===== src/hdl/psdf_pkg.sv =====
// Shared constants, types and register map of the PWM/SR controller
package psdf_pkg;

	// ==============================================================
	// Timing
	localparam int CLK_PERIOD_NS = 100;  // Core clock period
	localparam int UPD_WIN_NS = 132;     // Edge update window
	localparam int TMR_RES_NS = 4;       // Conduction timer step
	// Window in cycles, rounded up
	localparam logic [15:0] UPD_WIN_CYC =
		16'((UPD_WIN_NS + CLK_PERIOD_NS - 1) / CLK_PERIOD_NS);
	// Timer units that one core cycle stands for
	localparam logic [15:0] COND_STEP =
		16'(CLK_PERIOD_NS / TMR_RES_NS);

	// ==============================================================
	// Register offsets
	localparam logic [7:0] ADDR_CTRL = 8'h00;
	localparam logic [7:0] ADDR_PERIOD = 8'h04;
	localparam logic [7:0] ADDR_EV12 = 8'h08;
	localparam logic [7:0] ADDR_EV34 = 8'h0c;
	localparam logic [7:0] ADDR_DETECT = 8'h10;
	localparam logic [7:0] ADDR_SRCFG = 8'h14;
	localparam logic [7:0] ADDR_BLANK = 8'h18;
	localparam logic [7:0] ADDR_TRUNC = 8'h1c;
	localparam logic [7:0] ADDR_COND = 8'h20;
	localparam logic [7:0] ADDR_STAT = 8'h24;
	localparam logic [7:0] ADDR_MASK = 8'h28;
	localparam logic [7:0] ADDR_SRADJ = 8'h2c;

	// ==============================================================
	// Field positions
	localparam int CTRL_W = 6;           // Stored control bits
	localparam int CTL_RESTART = 6;      // Write-only restart bit
	localparam int ST_PERIOD = 0;        // Period event
	localparam int ST_TRUNC = 1;         // Pulse truncated
	localparam int ST_CCL = 2;           // Current-limit fault
	localparam int ST_SEC = 3;           // Secondary latched off
	localparam int ST_SR0 = 4;           // Channel 0 measured
	localparam int ST_W = 6;             // Status width

	// ==============================================================
	// Reset values
	localparam logic [15:0] PERIOD_RST = 16'h0063;
	localparam logic [7:0] CCL_LIM_RST = 8'h0f;

	// Control bits, bit 0 is the lowest field
	typedef struct packed {
		logic reson;      // Resonant mode
		logic ccl_en;     // Current-limit truncation
		logic pcm_en;     // Peak-current truncation
		logic blank_pcm;  // Blanking feeds peak-current logic
		logic dto_en;     // Dead-time optimizer
		logic pwm_en;     // Module enable
	} psdf_ctrl_type;

	// Optimizer settings for one channel
	typedef struct packed {
		logic [7:0] blank;   // Detect blanking, cycles
		logic [7:0] len;     // Detect window length, cycles
		logic [7:0] target;  // Conduction target, timer units
		logic [7:0] step;    // Adjustment step, cycles
		logic [7:0] min;     // Lowest adjustment
		logic [7:0] max;     // Highest adjustment
	} psdf_sr_cfg_type;

	// Detection sequencer
	typedef enum logic [2:0] {
		S_IDLE = 3'b001,
		S_BLANK = 3'b010,
		S_WIN = 3'b100
	} psdf_sr_state_type;

endpackage


===== src/hdl/psdf_blank.sv =====
// Leading-edge blanking timer for one front end
module psdf_blank (
	// Clock and reset
	input wire logic clk,
	input wire logic rst,
	input wire logic ce,
	// Pulse and blanking length
	input wire logic pulse,
	input wire logic [7:0] cyc,
	// Blanking active
	output logic blank
);
	import psdf_pkg::*;

	logic prev_q;       // Pulse one cycle ago
	logic [7:0] cnt_q;  // Remaining blanking cycles
	logic rise;         // Pulse rising edge

	assign rise = pulse & ~prev_q;
	assign blank = (rise && cyc != 8'h00) || cnt_q != 8'h00;

	// ==============================================================
	// Edge detect and countdown
	always_ff @(posedge clk or posedge rst) begin
		if (rst) begin
			prev_q <= 1'b0;
			cnt_q <= 8'h00;
		end else if (ce) begin
			prev_q <= pulse;
			if (rise && cyc != 8'h00) begin
				cnt_q <= cyc - 8'h01;
			end else if (cnt_q != 8'h00) begin
				cnt_q <= cnt_q - 8'h01;
			end
		end
	end
endmodule // psdf_blank


===== src/hdl/psdf_sr_chan.sv =====
// Conduction-time detector and turn-off adjuster for one SR channel
module psdf_sr_chan (
	// Clock and reset
	input wire logic clk,
	input wire logic rst,
	input wire logic ce,
	// Control
	input wire logic en,
	input wire psdf_pkg::psdf_sr_cfg_type cfg,
	// Link
	input wire logic sr_pwm,
	input wire logic sense,
	// Results
	output logic [15:0] meas_q,
	output logic [7:0] adj_q,
	output logic done_q
);
	import psdf_pkg::*;

	psdf_sr_state_type st_q;  // Sequencer state
	logic prev_q;             // Output one cycle ago
	logic [7:0] tmr_q;        // Phase countdown
	logic [15:0] acc_q;       // Conduction accumulator
	logic win_end;            // Last window cycle
	logic [15:0] total;       // Final measured time
	logic [8:0] up;           // Delayed edge candidate
	logic [8:0] dn;           // Advanced edge candidate

	assign win_end = st_q == S_WIN && tmr_q <= 8'h01;
	assign total = acc_q + (sense ? COND_STEP : 16'h0000);
	assign up = {1'b0, adj_q} + {1'b0, cfg.step};
	assign dn = {1'b0, adj_q} - {1'b0, cfg.step};

	// ==============================================================
	// Detection sequencer
	always_ff @(posedge clk or posedge rst) begin
		if (rst) begin
			st_q <= S_IDLE;
			prev_q <= 1'b0;
			tmr_q <= 8'h00;
			acc_q <= 16'h0000;
		end else if (ce) begin
			prev_q <= sr_pwm;
			unique case (st_q)
				// Falling edge opens the window
				S_IDLE: if (en && prev_q && !sr_pwm) begin
					st_q <= S_BLANK;
					tmr_q <= cfg.blank;
					acc_q <= 16'h0000;
				end
				// Blanking before the window
				S_BLANK: if (tmr_q <= 8'h01) begin
					st_q <= S_WIN;
					tmr_q <= cfg.len;
				end else begin
					tmr_q <= tmr_q - 8'h01;
				end
				// Count conduction in timer units
				S_WIN: begin
					acc_q <= total;
					if (win_end) begin
						st_q <= S_IDLE;
					end else begin
						tmr_q <= tmr_q - 8'h01;
					end
				end
				default: st_q <= S_IDLE;
			endcase
		end
	end

	// ==============================================================
	// Result capture and edge adjustment
	always_ff @(posedge clk or posedge rst) begin
		if (rst) begin
			meas_q <= 16'h0000;
			adj_q <= 8'h00;
			done_q <= 1'b0;
		end else if (ce) begin
			done_q <= win_end;
			if (!en) begin
				adj_q <= 8'h00;
			end else if (win_end) begin
				meas_q <= total;
				// Too long conduction delays the turn-off
				// Both limits clamp, adj may start outside them
				if (total > {8'h00, cfg.target}) begin
					adj_q <= (up > {1'b0, cfg.max}) ? cfg.max :
						(up < {1'b0, cfg.min}) ? cfg.min : up[7:0];
				end else begin
					adj_q <= (dn[8] || dn < {1'b0, cfg.min}) ? cfg.min :
						(dn > {1'b0, cfg.max}) ? cfg.max : dn[7:0];
				end
			end
		end
	end

	a_window_opens: assert property (
		@(posedge clk) disable iff (rst)
		(ce && en && st_q == S_IDLE && prev_q && !sr_pwm)
			|=> st_q == S_BLANK && tmr_q == $past(cfg.blank))
		else $error("detect window did not open");

	a_adj_bounds: assert property (
		@(posedge clk) disable iff (rst)
		(ce && en && win_end && $stable(cfg) && cfg.min <= cfg.max)
			|=> adj_q <= cfg.max && adj_q >= cfg.min)
		else $error("edge adjustment out of limits");
endmodule // psdf_sr_chan


===== src/hdl/psdf_ctrl.sv =====
// PWM output stage with truncation, faults and SR dead-time optimizer
//
// Function
// - Accept two conduction senses from SR driver
// - Open detect window after each SR fall
// - Window set by blanking delay and length
// - Measure conduction with 4 ns timer
// - Measured time moves next SR turn-off
// - Truncation captures PWM counter value
// - Secondary output restarts without module re-enable
// - Edge update window of 132 ns rounds up to 2 cycles, 200 ns
// - Current-limit counter frozen during blanking
// - Peak-current blanking on every front end
// - No period interrupt while module disabled
// - No extended pulse on mode switch
// - Shutdown or current-limit fault drives all outputs low
// - Optimizer disabled after reset
module psdf_ctrl (
	// Clock, reset and clock enable
	input wire logic CORE_CLK,
	input wire logic RST,
	input wire logic CE,
	// Register port
	input wire logic [7:0] ADDR,
	input wire logic [31:0] WDATA,
	input wire logic WR,
	input wire logic RD,
	output logic [31:0] RDATA,
	// Front-end trips and faults
	input wire logic PCM_TRIP,
	input wire logic CCL_TRIP,
	input wire logic FAULT_B,
	input wire logic SHUTDOWN,
	// SR driver conduction senses
	input wire logic CONDUCTION_SENSE_0,
	input wire logic CONDUCTION_SENSE_1,
	// PWM outputs
	output logic PWM_PRIMARY,
	output logic PWM_SECONDARY_OUTPUT,
	output logic SR_PWM_OUT_0,
	output logic SR_PWM_OUT_1,
	// Interrupt
	output logic IRQ
);
	import psdf_pkg::*;

	// ==============================================================
	// Span decode, used for every output
	function automatic logic in_span(input logic [15:0] c,
		input logic [15:0] lo, input logic [15:0] hi);
		in_span = c >= lo && c < hi;
	endfunction

	// ==============================================================
	// Registers and state
	psdf_ctrl_type ctrl_q;          // Control bits
	logic [15:0] period_q;          // Last count of the period, period is one cycle more
	logic [3:0][15:0] ev_sh_q;      // Edge values written
	logic [3:0][15:0] ev_q;         // Edge values in use
	psdf_sr_cfg_type cfg_q;         // Optimizer settings
	logic [7:0] blank_cyc_q;        // Front-end blanking
	logic [7:0] ccl_lim_q;          // Fault count limit
	logic [15:0] trunc_q;           // Captured counter
	logic [ST_W-1:0] status_q;      // Sticky events
	logic [ST_W-1:0] mask_q;        // Interrupt mask
	logic [15:0] cnt_q;             // PWM counter
	logic reson_q;                  // Mode in force
	logic cut_a_q;                  // Primary cut this period
	logic cut_b_q;                  // Secondary cut this period
	logic sec_fault_q;              // Secondary latched off
	logic [7:0] ccl_cnt_q;          // Current-limit count
	logic ccl_fault_q;              // Current-limit fault
	logic [31:0] rdata_d;           // Read mux

	// ==============================================================
	// Per-channel wiring
	logic [1:0] blk;                // Blanking per front end
	logic [1:0] pulse;              // Pulse per front end
	logic [1:0] sense;              // Conduction senses
	logic [1:0] sr_q;               // SR outputs
	logic [1:0] done;               // Measurement done
	logic [1:0][15:0] meas;         // Measured times
	logic [1:0][7:0] adj;           // Edge adjustments

	// ==============================================================
	// Combinational terms
	logic wrap;                     // Last cycle of period
	logic upd;                      // Inside update window
	logic sh;                       // Force all low
	logic [15:0] b_lo;              // Secondary rise
	logic [15:0] b_hi;              // Secondary fall
	logic pcm_a;                    // Peak trip, primary
	logic pcm_b;                    // Peak trip, secondary
	logic ccl_a;                    // Limit trip, primary
	logic ccl_b;                    // Limit trip, secondary
	logic hit;                      // Any truncation
	logic [15:0] off0;              // SR0 turn-off
	logic [15:0] off1;              // SR1 turn-off
	logic wr_ctrl;                  // Control write
	logic rd_stat;                  // Status read
	logic [ST_W-1:0] st_set;        // Status set terms

	assign pulse = {PWM_SECONDARY_OUTPUT, PWM_PRIMARY};
	assign sense = {CONDUCTION_SENSE_1, CONDUCTION_SENSE_0};
	assign wr_ctrl = WR && ADDR == ADDR_CTRL;
	assign rd_stat = RD && ADDR == ADDR_STAT;
	assign wrap = cnt_q >= period_q;
	assign upd = cnt_q < UPD_WIN_CYC;
	assign sh = SHUTDOWN || ccl_fault_q;

	// Resonant mode mirrors primary edges at half period
	assign b_lo = reson_q ? ev_q[0] + (period_q >> 1) : ev_q[2];
	assign b_hi = reson_q ? ev_q[1] + (period_q >> 1) : ev_q[3];

	// Limit trips honoured only outside blanking, peak trips too when blank_pcm is set
	assign pcm_a = ctrl_q.pcm_en && PCM_TRIP && PWM_PRIMARY &&
		!(blk[0] && ctrl_q.blank_pcm);
	assign pcm_b = ctrl_q.pcm_en && PCM_TRIP && PWM_SECONDARY_OUTPUT &&
		!(blk[1] && ctrl_q.blank_pcm);
	assign ccl_a = ctrl_q.ccl_en && CCL_TRIP && PWM_PRIMARY &&
		!blk[0];
	assign ccl_b = ctrl_q.ccl_en && CCL_TRIP &&
		PWM_SECONDARY_OUTPUT && !blk[1];
	assign hit = pcm_a || pcm_b || ccl_a || ccl_b;

	// Optimizer moves the SR turn-off edges
	assign off0 = ev_q[1] + (ctrl_q.dto_en ? {8'h00, adj[0]} :
		16'h0000);
	assign off1 = b_hi + (ctrl_q.dto_en ? {8'h00, adj[1]} :
		16'h0000);

	// ==============================================================
	// Blanking and SR channels
	generate
		for (genvar i = 0; i < 2; i++) begin : g_ch
			// Blanking timer on each front end
			psdf_blank u_blank (
				.clk(CORE_CLK),
				.rst(RST),
				.ce(CE),
				.pulse(pulse[i]),
				.cyc(blank_cyc_q),
				.blank(blk[i])
			);
			// Conduction measurement and adjuster
			psdf_sr_chan u_sr (
				.clk(CORE_CLK),
				.rst(RST),
				.ce(CE),
				.en(ctrl_q.dto_en),
				.cfg(cfg_q),
				.sr_pwm(sr_q[i]),
				.sense(sense[i]),
				.meas_q(meas[i]),
				.adj_q(adj[i]),
				.done_q(done[i])
			);
		end
	endgenerate

	// ==============================================================
	// Register writes
	always_ff @(posedge CORE_CLK or posedge RST) begin
		if (RST) begin
			ctrl_q <= '0;
			period_q <= PERIOD_RST;
			ev_sh_q <= '0;
			cfg_q <= '0;
			blank_cyc_q <= 8'h00;
			ccl_lim_q <= CCL_LIM_RST;
			mask_q <= '0;
		end else if (CE && WR) begin
			unique case (ADDR)
				ADDR_CTRL: ctrl_q <= psdf_ctrl_type'(WDATA[CTRL_W-1:0]);
				ADDR_PERIOD: period_q <= WDATA[15:0];
				ADDR_EV12: ev_sh_q[1:0] <= WDATA;
				ADDR_EV34: ev_sh_q[3:2] <= WDATA;
				ADDR_DETECT: begin
					cfg_q.blank <= WDATA[7:0];
					cfg_q.len <= WDATA[15:8];
				end
				ADDR_SRCFG: begin
					cfg_q.target <= WDATA[7:0];
					cfg_q.step <= WDATA[15:8];
					cfg_q.min <= WDATA[23:16];
					cfg_q.max <= WDATA[31:24];
				end
				ADDR_BLANK: begin
					blank_cyc_q <= WDATA[7:0];
					ccl_lim_q <= WDATA[15:8];
				end
				ADDR_MASK: mask_q <= WDATA[ST_W-1:0];
				default: ;
			endcase
		end
	end

	// ==============================================================
	// Period counter, edge loading and mode switch
	always_ff @(posedge CORE_CLK or posedge RST) begin
		if (RST) begin
			cnt_q <= 16'h0000;
			ev_q <= '0;
			reson_q <= 1'b0;
		end else if (CE) begin
			if (!ctrl_q.pwm_en || wrap) begin
				cnt_q <= 16'h0000;
			end else begin
				cnt_q <= cnt_q + 16'h0001;
			end
			// Edges load only early in the period
			if (upd) begin
				ev_q <= ev_sh_q;
			end
			// Mode changes only at the period boundary or while disabled
			if (wrap || !ctrl_q.pwm_en) begin
				reson_q <= ctrl_q.reson;
			end
		end
	end

	// ==============================================================
	// Truncation capture and per-period cuts
	always_ff @(posedge CORE_CLK or posedge RST) begin
		if (RST) begin
			trunc_q <= 16'h0000;
			cut_a_q <= 1'b0;
			cut_b_q <= 1'b0;
		end else if (CE) begin
			// Counter value held until next truncation
			if (hit) begin
				trunc_q <= cnt_q;
			end
			cut_a_q <= !wrap && (cut_a_q || pcm_a || ccl_a);
			cut_b_q <= !wrap && (cut_b_q || pcm_b || ccl_b);
		end
	end

	// ==============================================================
	// Fault latches
	always_ff @(posedge CORE_CLK or posedge RST) begin
		if (RST) begin
			sec_fault_q <= 1'b0;
			ccl_cnt_q <= 8'h00;
			ccl_fault_q <= 1'b0;
		end else if (CE) begin
			// Fault set wins over the restart bit
			if (FAULT_B) begin
				sec_fault_q <= 1'b1;
			end else if (wr_ctrl && WDATA[CTL_RESTART]) begin
				sec_fault_q <= 1'b0;
			end
			// Count only trips seen outside blanking
			if (!ctrl_q.pwm_en) begin
				ccl_cnt_q <= 8'h00;
				ccl_fault_q <= 1'b0;
			end else if (ccl_a || ccl_b) begin
				ccl_cnt_q <= ccl_cnt_q + 8'h01;
				if (ccl_cnt_q + 8'h01 >= ccl_lim_q) begin
					ccl_fault_q <= 1'b1;
				end
			end
		end
	end

	// ==============================================================
	// Outputs, all from flip-flops
	always_ff @(posedge CORE_CLK or posedge RST) begin
		if (RST) begin
			PWM_PRIMARY <= 1'b0;
			PWM_SECONDARY_OUTPUT <= 1'b0;
			sr_q <= 2'b00;
		end else if (CE) begin
			PWM_PRIMARY <= ctrl_q.pwm_en && !sh && !cut_a_q &&
				!pcm_a && !ccl_a &&
				in_span(cnt_q, ev_q[0], ev_q[1]);
			PWM_SECONDARY_OUTPUT <= ctrl_q.pwm_en && !sh &&
				!sec_fault_q && !FAULT_B && !cut_b_q &&
				!pcm_b && !ccl_b && in_span(cnt_q, b_lo, b_hi);
			sr_q[0] <= ctrl_q.pwm_en && !sh &&
				in_span(cnt_q, ev_q[0], off0);
			sr_q[1] <= ctrl_q.pwm_en && !sh &&
				in_span(cnt_q, b_lo, off1);
		end
	end
	assign SR_PWM_OUT_0 = sr_q[0];
	assign SR_PWM_OUT_1 = sr_q[1];

	// ==============================================================
	// Status, cleared by reading it; a new event wins
	always_comb begin
		st_set = '0;
		st_set[ST_PERIOD] = wrap && ctrl_q.pwm_en;
		st_set[ST_TRUNC] = hit;
		st_set[ST_CCL] = (ccl_a || ccl_b) && ctrl_q.pwm_en &&
			ccl_cnt_q + 8'h01 >= ccl_lim_q;
		st_set[ST_SEC] = FAULT_B;
		st_set[ST_SR0 +: 2] = done;
	end

	always_ff @(posedge CORE_CLK or posedge RST) begin
		if (RST) begin
			status_q <= '0;
			IRQ <= 1'b0;
		end else if (CE) begin
			status_q <= (rd_stat ? '0 : status_q) | st_set;
			IRQ <= |(((rd_stat ? '0 : status_q) | st_set) & mask_q);
		end
	end

	// ==============================================================
	// Read port, data valid in the next cycle only
	always_comb begin
		unique case (ADDR)
			ADDR_CTRL: rdata_d = {26'h0, ctrl_q};
			ADDR_PERIOD: rdata_d = {16'h0, period_q};
			ADDR_EV12: rdata_d = ev_sh_q[1:0];
			ADDR_EV34: rdata_d = ev_sh_q[3:2];
			ADDR_DETECT: rdata_d = {16'h0, cfg_q.len, cfg_q.blank};
			ADDR_SRCFG: rdata_d = {cfg_q.max, cfg_q.min, cfg_q.step,
				cfg_q.target};
			ADDR_BLANK: rdata_d = {16'h0, ccl_lim_q, blank_cyc_q};
			ADDR_TRUNC: rdata_d = {16'h0, trunc_q};
			ADDR_COND: rdata_d = meas;
			ADDR_STAT: rdata_d = {26'h0, status_q};
			ADDR_MASK: rdata_d = {26'h0, mask_q};
			ADDR_SRADJ: rdata_d = {16'h0, adj};
			default: rdata_d = 32'h0000_0000;
		endcase
	end

	always_ff @(posedge CORE_CLK or posedge RST) begin
		if (RST) begin
			RDATA <= 32'h0000_0000;
		end else if (CE) begin
			RDATA <= RD ? rdata_d : 32'h0000_0000;
		end
	end

	// ==============================================================
	// Checks
	a_no_period_irq: assert property (
		@(posedge CORE_CLK) disable iff (RST)
		(CE && !ctrl_q.pwm_en && !status_q[ST_PERIOD])
			|=> !status_q[ST_PERIOD])
		else $error("period event while disabled");

	a_shutdown_all_low: assert property (
		@(posedge CORE_CLK) disable iff (RST)
		(CE && SHUTDOWN) |=> !PWM_PRIMARY && !PWM_SECONDARY_OUTPUT &&
			!SR_PWM_OUT_0 && !SR_PWM_OUT_1)
		else $error("output active during shutdown");

	a_trunc_capture: assert property (
		@(posedge CORE_CLK) disable iff (RST)
		(CE && hit) |=> trunc_q == $past(cnt_q))
		else $error("truncation value not captured");

	a_trunc_holds: assert property (
		@(posedge CORE_CLK) disable iff (RST)
		!(CE && hit) |=> $stable(trunc_q))
		else $error("truncation value changed");

	a_edge_freeze: assert property (
		@(posedge CORE_CLK) disable iff (RST)
		(CE && cnt_q >= UPD_WIN_CYC) |=> $stable(ev_q))
		else $error("edges loaded outside window");

	a_ccl_blanked: assert property (
		@(posedge CORE_CLK) disable iff (RST)
		(CE && ctrl_q.pwm_en && (blk[0] || !PWM_PRIMARY) &&
			(blk[1] || !PWM_SECONDARY_OUTPUT)) |=> $stable(ccl_cnt_q))
		else $error("limit counter moved in blanking");

	a_sec_latched: assert property (
		@(posedge CORE_CLK) disable iff (RST)
		(CE && sec_fault_q) |=> !PWM_SECONDARY_OUTPUT)
		else $error("secondary active while latched off");

	a_mode_boundary: assert property (
		@(posedge CORE_CLK) disable iff (RST)
		!(CE && (wrap || !ctrl_q.pwm_en)) |=> $stable(reson_q))
		else $error("mode changed inside a period");
endmodule // psdf_ctrl


===== config.mk =====
export PLATFORM = sky130hd
export DESIGN_NAME = psdf_ctrl
export DESIGN_NICKNAME = d
export VERILOG_FILES = /design/src/hdl/psdf_pkg.sv /design/src/hdl/psdf_blank.sv /design/src/hdl/psdf_sr_chan.sv /design/src/hdl/psdf_ctrl.sv
export SDC_FILE = /design/constraint.sdc
export NUM_CORES = 1
export LEC_CHECK = 0
export ABC_AREA = 1
export BUFFER_PORTS_ARGS = -buffer_cell sky130_fd_sc_hd__buf_4
export CORE_MARGIN = 2
export CORE_UTILIZATION = 25
export DETAILED_ROUTE_END_ITERATION = 10
export PLACE_DENSITY_LB_ADDON = 0.05
export SLEW_MARGIN = 20
export SYNTH_ARGS = -nofsm -noshare
export SYNTH_HDL_FRONTEND = slang
export SYNTH_HIERARCHICAL = 1
export SYNTH_SLANG_ARGS = --single-unit

===== constraint.sdc =====
create_clock -name CORE_CLK -period 8.9 [get_ports CORE_CLK]
set_input_delay 0.445 -clock CORE_CLK [delete_from_list [all_inputs] [get_ports CORE_CLK]]
set_output_delay 0.445 -clock CORE_CLK [all_outputs]
set_load 0.01 [all_outputs]

# Word level (Yosys, flattened, before mapping)
# Index checks and enable logic that the tools add are counted.
[word_totals]
ff_bits = 432
word_cells = 299
out_inout_bits = 37
in_bits = 51
[op_classes]
n_mux = 55
n_lt_le_gt_ge = 21
eq_ne = 29
bitwise = 6
addsub = 17
n_reduce_logical = 115
[ops]
columns = ["operator", "n"]
rows = [
  ["$pmux W32 S12", 1],
  ["$mux W8", 28],
  ["$mux W16", 5],
  ["$lt A16 B16 Y1", 4],
  ["$pmux W16 S2", 2],
  ["$ge A16 B16 Y1", 3],
  ["$pmux W8 S3", 2],
  ["$logic_and A1 B1 Y1", 46],
  ["$sub A8 B1 Y8 const B", 5],
  ["$gt A9 B8 Y1", 4],
  ["$lt A9 B8 Y1", 4],
  ["$reduce_and A2 Y1", 17],
  ["$add A16 B15 Y16", 2],
  ["$add A16 B16 Y16", 2],
  ["$add A16 B8 Y16", 2],
  ["$eq A8 B5 Y1 const B", 4],
  ["$eq A8 B6 Y1 const B", 4],
  ["$gt A16 B8 Y1", 2],
  ["$mux W32", 1],
  ["$reduce_bool A8 Y1", 3],
  ["$ne A2 B1 Y1 const B", 10],
  ["$add A8 B8 Y9", 2],
  ["$mux W3", 6],
  ["$pmux W3 S3", 2],
  ["other kinds (27)", 82],
]

# Depth between registers and ports, before layout
# Gate-level depths: netlist of run 1.
[depth]
word_depth = 13
depth_mapped = 27
mapped_depth_nobuf = 27

# Hierarchy
# Netlist of run 1, hierarchy kept.
[by_module_without_submodules]
columns = ["mod", "instances", "seq_area_each_um2", "cells_each", "area_each_um2"]
rows = [
  ["psdf_ctrl", 1, 7717.4, 2491, 19397.4],
  ["psdf_sr_chan at g_ch[0].u_sr", 1, 1327.5, 767, 5188.7],
  ["psdf_sr_chan at g_ch[1].u_sr", 1, 1327.5, 759, 5101.1],
  ["psdf_blank", 2, 225.2, 112, 764.5],
]

# Worst setup path after synthesis of run 1
# No wires, ideal clock.
[synth_timing]
path_type = "flip-flop to flip-flop"
startpoint = "reg ev_q[16] (netlist name)"
endpoint = "reg sr_q[1]"
t_required_ns = 8.784
n_path_buf = 0
path_slack_ns = 5.253
t_arrival_ns = 3.531
stages_incl_launch_ff = 27
setup_time_ns = 0.116
path_cell_list = "dfrtp_1 > ha_1 > fa_1 > nor2_1 > o21ai_0 > o21ai_0 > inv_1 > ha_1 > a21o_1 > a31oi_1 > nor2_1 > nand3_1 > nand2_1 > nand3_1 > nand2_2 > nand2_1 > nand2_1 > nand3_1 > nand2_1 > ha_1 > inv_1 > nor3_1 > o21ai_0 > o311ai_0 > nand2_1 > nand2_1 > nand2_1"
[synth_between]
elab_chain_len = 6
[synth_lines]
columns = ["element", "line", "source"]
rows = [
  ["from (decl)", "psdf_ctrl.sv:59", "logic [3:0][15:0] ev_q;"],
  ["from (signal assigned)", "psdf_ctrl.sv:213", "ev_q <= ev_sh_q;"],
  ["$add A16 B15 Y16", "psdf_ctrl.sv:113", "assign b_hi = reson_q ? ev_q[1] + (period_q >> 1) : ev_q[3];"],
  ["$mux W16", "psdf_ctrl.sv:113", ""],
  ["$add A16 B8 Y16", "psdf_ctrl.sv:129", "assign off1 = b_hi + (ctrl_q.dto_en ? {8'h00, adj[1]} :"],
  ["$lt A16 B16 Y1", "psdf_ctrl.sv:51", "in_span = c >= lo && c < hi;"],
  ["$logic_and A1 B1 Y1", "psdf_ctrl.sv:51", ""],
  ["$logic_and A1 B1 Y1", "psdf_ctrl.sv:282", "sr_q[1] <= ctrl_q.pwm_en && !sh &&"],
  ["to (signal assigned)", "psdf_ctrl.sv:282", ""],
  ["to (decl)", "psdf_ctrl.sv:80", "logic [1:0] sr_q;"],
]
# Every way passes these cells.
# A chain may end at the register's enable or synchronous reset.

# Final worst setup path of run 1
# Ends and elaborated chain as after synthesis.

==> impl_metrics.py, run 1 <==
metrics = {
    "worst_setup_path": {
        "critPathRequiredTime_ns": 9.45,
        "rr_endpoint": "sr_q[1]",
        "crit_type": "reg -> reg",
        "r2r_start": "ev_q[16]",
        "reg2reg_slack_ns": 4.78,
        "crit_arrival_ns": 4.67,
        "setup.worst_path.start_class": "flip-flop",
        "crit_start": "ev_q[16]",
        "worstSetupEndpoint": "sr_q[1]",
        "end_kind": "flip-flop",
        "r2r_cells": 26,
        "critPathMaxFanout": 4,
    },
    "timing": {
        "tightest_slew_ns": 1.02,
        "fin_setup_tns_ns": 0,
        "finalSetupViolCount": 0,
        "rsz0062_at_grt": "false",
        "min_period_ns": 4.12,
        "fmax_mhz": 243,
        "final_max_slew_viol_count": 0,
        "hold_ws_ns": 0.0507,
        "final-hold-violation-count": 0,
        "fin_crit_sh_pct": 46.3,
        "finClkSkew_ns": 0.0408,
        "slew_headroom_pct": 31.7,
    },
    "yosys": {
        "synth_flop_cell": "dfrtp_1",
        "synth_edf_count": 0,
        "synth_area_per_cell_sq_um": 7.36,
        "ys_async_sr_fraction_pct": 100,
        "ys_top_cells_by_area": "dfrtp_1 (34%), nand2_1 (13%), ha_1 (11%)",
        "syn_nets": 4583,
        "synth_cell_types": 74,
        "synth_area_sq_um": 31200,
        "synth_top_area_share_pct": 33.8,
        "yosys_warnings": 6,
        "seq_area_frac_synth_pct": 34.7,
        "ys_ff_latch": 432,
        "synthCells": 4241,
        "yosysTopAreaCell": "dfrtp_1",
    },
    "clock_network": {
        "clock_sinks": 432,
        "hold_buffers": 8,
        "htree_levels": 2,
        "cts_buffers": 57,
        "clk_pin_slew_worst_paths_ns": 0.07,
        "cts_post_setup_buffers_inserted": 0,
        "cts_tree": "yes",
        "worstSkewPairLatency_ns": 0.68,
        "cts_resized": 0,
        "cts.path.max_buffers": 3,
        "cts_root_buf": "clkbuf_16",
    },
    "pwr": {
        "peakVddDrop_v": 0.000168,
        "power_per_cell_area_nw_per_um2": 187,
        "leakage_nw": 18.4,
    },
    "place": {
        "dpl.hpwl_microns": 103000,
        "routabilityCongestion": 0.831,
        "dpl_cell_area_sq_um": 33600,
        "port_buffers": 87,
    },
    "route": {
        "drc_errors": 0,
        "drt-pass1-iter-count": 5,
        "drtIter0Drc": 1935,
        "drtAntennaViolNets": 0,
        "wl_per_cell_microns": 22.1,
        "wirelength_microns": 132000,
        "via_count": 28047,
        "viasPerCell": 4.68,
    },
    "global_routing": {
        "antenna_found_initial": 10,
        "grt_max_degree": 134,
        "grt.total_usage_pct": 20.8,
        "grt_pass1_wl_microns": 195000,
        "grt_pass1_vias": 28050,
        "gr-total-overflow": 0,
    },
    "floorplan": {
        "pin_count": 88,
        "dieArea_sq_um": 128000,
        "die_h_microns": 357,
        "start_util_pct": 25.2,
        "rows": 129,
        "coreArea_sq_um": 124000,
        "die_w_microns": 357,
    },
    "job": {
        "drv_cap": 0,
    },
    "layout": {
        "fillers": 13671,
        "nets": 4652,
        "drive_above_1_share_pct": 9.77,
        "synthToLayoutAreaGrowth_pct": 14.2,
        "finalInstanceArea_sq_um": 35700,
    },
    "outcome": {
        "status": "completed",
    },
    "min_path": {
        "holdCritStartpoint": "WDATA[31]",
        "min_path_type": "in -> reg",
    },
}
## report_power, final
| part | total (W) | leakage, nW | switching, W | internal [W] |
|---|---|---|---|---|
| clock network | 0.00246 | 0.966 | 0.00101 | 0.00144 |
| logic | 0.00183 | 12.4 | 0.00124 | 0.000590 |
| registers | 0.00239 | 5.07 | 0.000211 | 0.00218 |
## how the worst min path moves through the flow
stage,endpoint,slack (ns),cells after the start
after CTS,ev_sh_q[31],0.007,3
after global routing,cfg_q[1],0.04,3
after global placement,g_ch[1].u_sr/meas_q[11],0.47,2
after floorplan,g_ch[0].u_blank/cnt_q[0],0.27,1
after detailed placement,RDATA[8],0.47,2
final,ev_sh_q[31],0.05,3
## registers in the layout, indices dropped and copies added (netlist names), 8 cells and up
signal / count
ccl_cnt_q: 8
ev_q: 64
RDATA: 32
period_q: 16
g_ch.u_sr/acc_q: 32
cfg_q: 48
g_ch.u_sr/tmr_q: 16
g_ch.u_sr/adj_q: 16
ccl_lim_q: 8
cnt_q: 16
ev_sh_q: 64
trunc_q: 16
g_ch.u_sr/meas_q: 32
blank_cyc_q: 8
g_ch.u_blank/cnt_q: 16
## metal layers
metal	part of all wire, %	vias to the layer above	track usage (%)
met4	1.5	2	3.44
met1	49	13456	29.6
met3	3.3	100	2.23
met2	46	422	34.4
li1	-	14067	-
met5	0.0091	-	0
## final cells by class
cell class | instances | area (sq um) | area share (%)
Antenna cell | 2 | 5.00 | 0.0140
Clock buffer | 91 | 1730 | 4.84
Clock inverter | 17 | 239 | 0.670
Inverter | 686 | 2580 | 7.24
Multi-Input combinational cell | 3010 | 17300 | 48.5
Sequential cell | 432 | 10800 | 30.4
Tap cell | 1637 | 2050 | 5.74
Timing Repair Buffer | 123 | 956 | 2.68
## layout by cell type, fill, tap and decap left out, types with 13 or more instances in the layout
| cell type | count |
|---|---|
| nand2_1 | 1069 |
| inv_1 | 646 |
| dfrtp_1 | 421 |
| o21ai_0 | 314 |
| nand3_1 | 287 |
| ha_1 | 283 |
| a21oi_1 | 220 |
| nor2_1 | 186 |
| buf_4 | 114 |
| o21ai_1 | 89 |
| o22ai_1 | 88 |
| xor2_1 | 60 |
| clkbuf_16 | 58 |
| nand2_2 | 48 |
| nor3_1 | 42 |
| nand4_1 | 38 |
| inv_2 | 33 |
| nor2_2 | 27 |
| nand3_2 | 19 |
| nor2_4 | 19 |
| a221oi_1 | 18 |
| clkbuf_1 | 18 |
| clkbuf_8 | 15 |
| xnor2_1 | 13 |
| o211ai_1 | 13 |
| nand3b_1 | 13 |
## synth_stat cells (8+ instances only)
cell,number
nor2_4,19
nand2_4,8
xnor2_1,13
a221oi_1,18
xor2_1,60
nand3_2,19
o21ai_1,89
inv_1,649
dfstp_2,10
nand2_2,47
nand3b_1,13
o22ai_1,88
nand4_1,38
nor4_1,12
buf_4,10
fa_1,8
o21ai_0,314
nand3_1,287
o21bai_1,12
inv_2,32
nor3_1,43
a21oi_1,221
buf_2,49
nor2_2,26
ha_1,283
nand2_1,1070
dfrtp_1,422
o211ai_1,13
nor2_1,187
clkbuf_1,45
## through the flow
step	worst slack, ns	power, W	util [%]	std cells
CTS	4.75	0.00678	28.8	5996
global placement	4.80	0.00428	27.1	5880
detailed placement	4.78	0.00426	27.1	5880
floorplan	4.36	0.00368	-	4241
finish	4.78	0.00667	28.8	5998
global route	4.32	0.00713	28.8	5996
## critical path, cell delays in order (launching register included)
cell	delay, ns
dfrtp_1	0.41
ha_1	0.27
fa_1	0.45
nor2_1	0.11
o21ai_0	0.08
o21ai_0	0.13
inv_1	0.08
ha_1	0.35
a21o_1	0.19
a31oi_1	0.32
nor2_1	0.07
nand3_1	0.09
nand2_1	0.10
nand3_1	0.12
nand2_2	0.07
nand2_1	0.09
nand2_1	0.07
nand3_1	0.07
nand2_1	0.06
ha_1	0.29
inv_1	0.06
nor3_1	0.14
o21ai_0	0.10
o311ai_0	0.09
nand2_1	0.08
nand2_1	0.06
nand2_1	0.05
## logic make-up (layout without fill, tap and decap cells)
family | count (synthesis) | count (layout) | synth area share (%)
xor gates and xnor gates | 74 | 74 | 2.10
adders and majority gates | 291 | 291 | 11.9
and+or+nand+nor | 1803 | 1803 | 26.0
muxes | 14 | 14 | 0.477
DFF | 432 | 432 | 34.7
AOI/OAI and AO/OA | 828 | 828 | 14.9
other | 0 | 2 | 0
buffers and inverters | 799 | 917 | 10.0
(Power assumes the default switching activity.)
==> inputs of run 2 (changes only) <==
- ABC_AREA: 1 -> 0
- clock period: 8.9 -> 3.5 ns (I/O delays scaled with it)
==> impl_metrics.py, run 2 <==
metrics = {
    "place": {
        "routabilityCongestion": 0.879,
        "port_buffers": 87,
        "dpl.hpwl_microns": 104000,
        "dpl_cell_area_sq_um": 35100,
        "placedCellCount": 4971,
    },
    "yosys": {
        "synth_cell_types": 112,
        "synthCells": 3050,
        "ys_async_sr_fraction_pct": 100,
        "yosysMostFrequentCell": "dfrtp_1",
        "syn_nets": 3392,
        "synth_top_area_share_pct": 35.5,
        "synth_edf_count": 0,
        "synth_area_per_cell_sq_um": 9.75,
        "yosys_warnings": 6,
        "ys_top_cells_by_area": "dfrtp_1 (36%), ha_1 (12%), mux2_2 (9.3%)",
        "ys_ff_latch": 432,
        "synth_area_sq_um": 29700,
        "seq_area_frac_synth_pct": 36.4,
        "synth.top_cells.by_count": "dfrtp_1 (422), ha_1 (283), mux2_2 (246), nand2_1 (233), inv_1 (201)",
        "yosysTopAreaCell": "dfrtp_1",
        "synth_flop_cell": "dfrtp_1",
    },
    "route": {
        "wirelength_microns": 135000,
        "drtAntennaViolNets": 0,
        "via_count": 26609,
        "drc_errors": 0,
        "wl_per_cell_microns": 26.0,
        "drt-pass1-iter-count": 6,
        "viasPerCell": 5.14,
        "drtIter0Drc": 1653,
    },
    "worst_setup_path": {
        "reg2reg_slack_ns": -0.44,
        "r2r_start": "period_q[3]",
        "cpMaxStageDelayCell": "a2111oi_1",
        "crit_arrival_ns": 4.52,
        "end_kind": "flip-flop",
        "critPathRequiredTime_ns": 4.08,
        "setup.worst_path.start_class": "flip-flop",
        "crit_type": "reg -> reg",
        "r2r_cells": 16,
        "rr_endpoint": "PWM_SECONDARY_OUTPUT",
        "crit_top_cell": "ha_1",
        "critPathMaxFanout": 4,
        "critPathMaxStageDelay_ns": 0.45,
        "cp_cell_sequence": "ha_1 > o211ai_1 > buf_4 > o21ai_4 > a211oi_2 > o31ai_2 > a21o_1 > a21oi_2 > xnor2_1 > mux2i_2 > ha_1 > nand2_1 > nor3_1 > a2111oi_1 > o2111ai_1 > o32ai_2",
    },
    "pwr": {
        "power_per_cell_area_nw_per_um2": 395,
        "peakVddDrop_v": 0.000428,
        "leakage_nw": 18.3,
    },
    "timing": {
        "final-hold-violation-count": 0,
        "tightest_slew_ns": 0.982,
        "final_max_slew_viol_count": 0,
        "finalSetupViolCount": 10,
        "finClkSkew_ns": 0.0318,
        "slew_headroom_pct": 34.5,
        "min_period_ns": 3.94,
        "worst_slack_ns": -0.440,
        "rsz0062_at_grt": "true",
        "fmax_mhz": 254,
        "fin_crit_sh_pct": 113,
        "fin_setup_tns_ns": -1.59,
        "hold_ws_ns": 0.0448,
    },
    "clock_network": {
        "cts_buffers": 57,
        "htree_levels": 2,
        "clk_pin_slew_worst_paths_ns": 0.06,
        "worstSkewPairLatency_ns": 0.69,
        "cts_tree": "yes",
        "cts.path.max_buffers": 3,
        "clock_sinks": 432,
        "cts_root_buf": "clkbuf_16",
    },
    "floorplan": {
        "pin_count": 88,
        "start_util_pct": 25.2,
        "rows": 126,
        "die_h_microns": 349,
        "dieArea_sq_um": 122000,
        "coreArea_sq_um": 118000,
        "die_w_microns": 349,
    },
    "layout": {
        "nets": 3929,
        "stdcell_count": 5173,
        "multi_input_area_sq_um": 18900,
        "final_core_util_pct": 33.4,
        "fillers": 12078,
        "finalInstanceArea_sq_um": 39500,
        "synthToLayoutAreaGrowth_pct": 32.7,
        "mostFrequentLayoutCell": "buf_4",
        "top_regs": "ev_q x64, ev_sh_q x64, cfg_q x48",
        "seqCellArea_sq_um": 10800,
        "drive_above_1_share_pct": 32.7,
        "final_cell_mix": "buf_4 (511), dfrtp_1 (416), ha_1 (244), mux2_2 (241), nand2_1 (224)",
    },
    "outcome": {
        "violations": "negative setup slack",
        "status": "finished, violations left",
    },
    "min_path": {
        "min_path_cells": 4,
        "min_path_type": "in -> reg",
        "holdCritStartpoint": "CONDUCTION_SENSE_0",
        "whs_endpoint": "g_ch[0].u_sr/meas_q[0]",
    },
    "global_routing": {
        "grt.total_usage_pct": 21.9,
        "grt_max_degree": 79,
        "gr-total-overflow": 0,
        "antenna_found_initial": 16,
        "grt_pass1_wl_microns": 195000,
        "grt_pass1_vias": 27268,
    },
    "job": {
        "drv_cap": 0,
    },
}
[run 2: cell count changes after synthesis, moves of 76 or more]
cell	previous run	this run
nand2_1	1070	233
inv_1	649	201
mux2_2	7	246
nand3_1	287	57
o21ai_0	314	155
a21o_1	3	97
a21oi_1	221	144
o22ai_1	88	12
[run 2: timing repair]
action / CTS / global route
pin swaps: 128 / 110
resized for setup: 211 / 102
endpoints found under the setup margin: 19 / 19
endpoints found under the hold margin: 261 / 0
hold buffers: 37 / 0
cloned: 2 / 1
setup buffers: 38 / 21
[run 2: power by group]
group | switching (W) | internal (W)
clock network | 0.00260 | 0.00412
logic | 0.00178 | 0.00155
registers | 0.000316 | 0.00523
[run 2: per-stage QoR]
stage          worst slack [ns]  total power [W]
2_1_floorplan            -0.767          0.00725
3_3_place_gp             -0.553          0.00843
3_5_place_dp             -0.652          0.00846
4_1_cts                  -0.430           0.0157
5_1_grt                  -0.602           0.0163
6_report                 -0.440           0.0156
[run 2: critical path: cells and delay by family, from the launching register on]
| family | cells | cell delay (ns) |
|---|---|---|
| AOI/OAI and AO/OA | 9 | 2.05 |
| adders and majority gates | 2 | 0.67 |
| DFF | 1 | 0.41 |
| muxes | 1 | 0.25 |
| buffers and inverters | 1 | 0.18 |
| and+or+nand+nor | 2 | 0.17 |
| xor gates and xnor gates | 1 | 0.10 |
[run 2: per-layer routing]
layer	global-route usage, %	wire [microns]	up-vias
met2	36.4	63000	552
met3	2.12	5080	148
met4	5.13	3380	2
met1	30.6	63200	13549
met5	0	18	-
li1	-	-	12358
[run 2: final cells by class]
class	count	share of cell area (%)
multi-input combinational	2297	48.0
clock inverter	27	1.16
clock buffer	79	4.20
tap	1536	4.87
inverter	201	1.94
antenna	3	0.0190
sequential	432	27.4
timing repair buffer	598	12.4
[run 2: worst max-delay path by stage]
stage	start	endpoint	slack [ns]	depth (start not counted)
4_1_cts	period_q[1]	sr_q[1]	-0.43	19
3_3_place_gp	period_q[1]	sr_q[1]	-0.55	18
3_5_place_dp	period_q[1]	PWM_SECONDARY_OUTPUT	-0.65	18
5_1_grt	period_q[3]	PWM_SECONDARY_OUTPUT	-0.60	16
6_report	period_q[3]	PWM_SECONDARY_OUTPUT	-0.44	16
2_1_floorplan	RST	IRQ	-0.77	1
[run 2: cells by family after synthesis]
family,after synthesis,synth area share (%)
flip-flops,432,36.4
XOR/XNOR,112,3.30
AO/OA/AOI/OAI,818,19.3
AND/OR/NAND/NOR,767,12.9
buffers and inverters,323,4.33
multiplexers,307,11.4
adder cells (fa/ha/maj),291,12.4
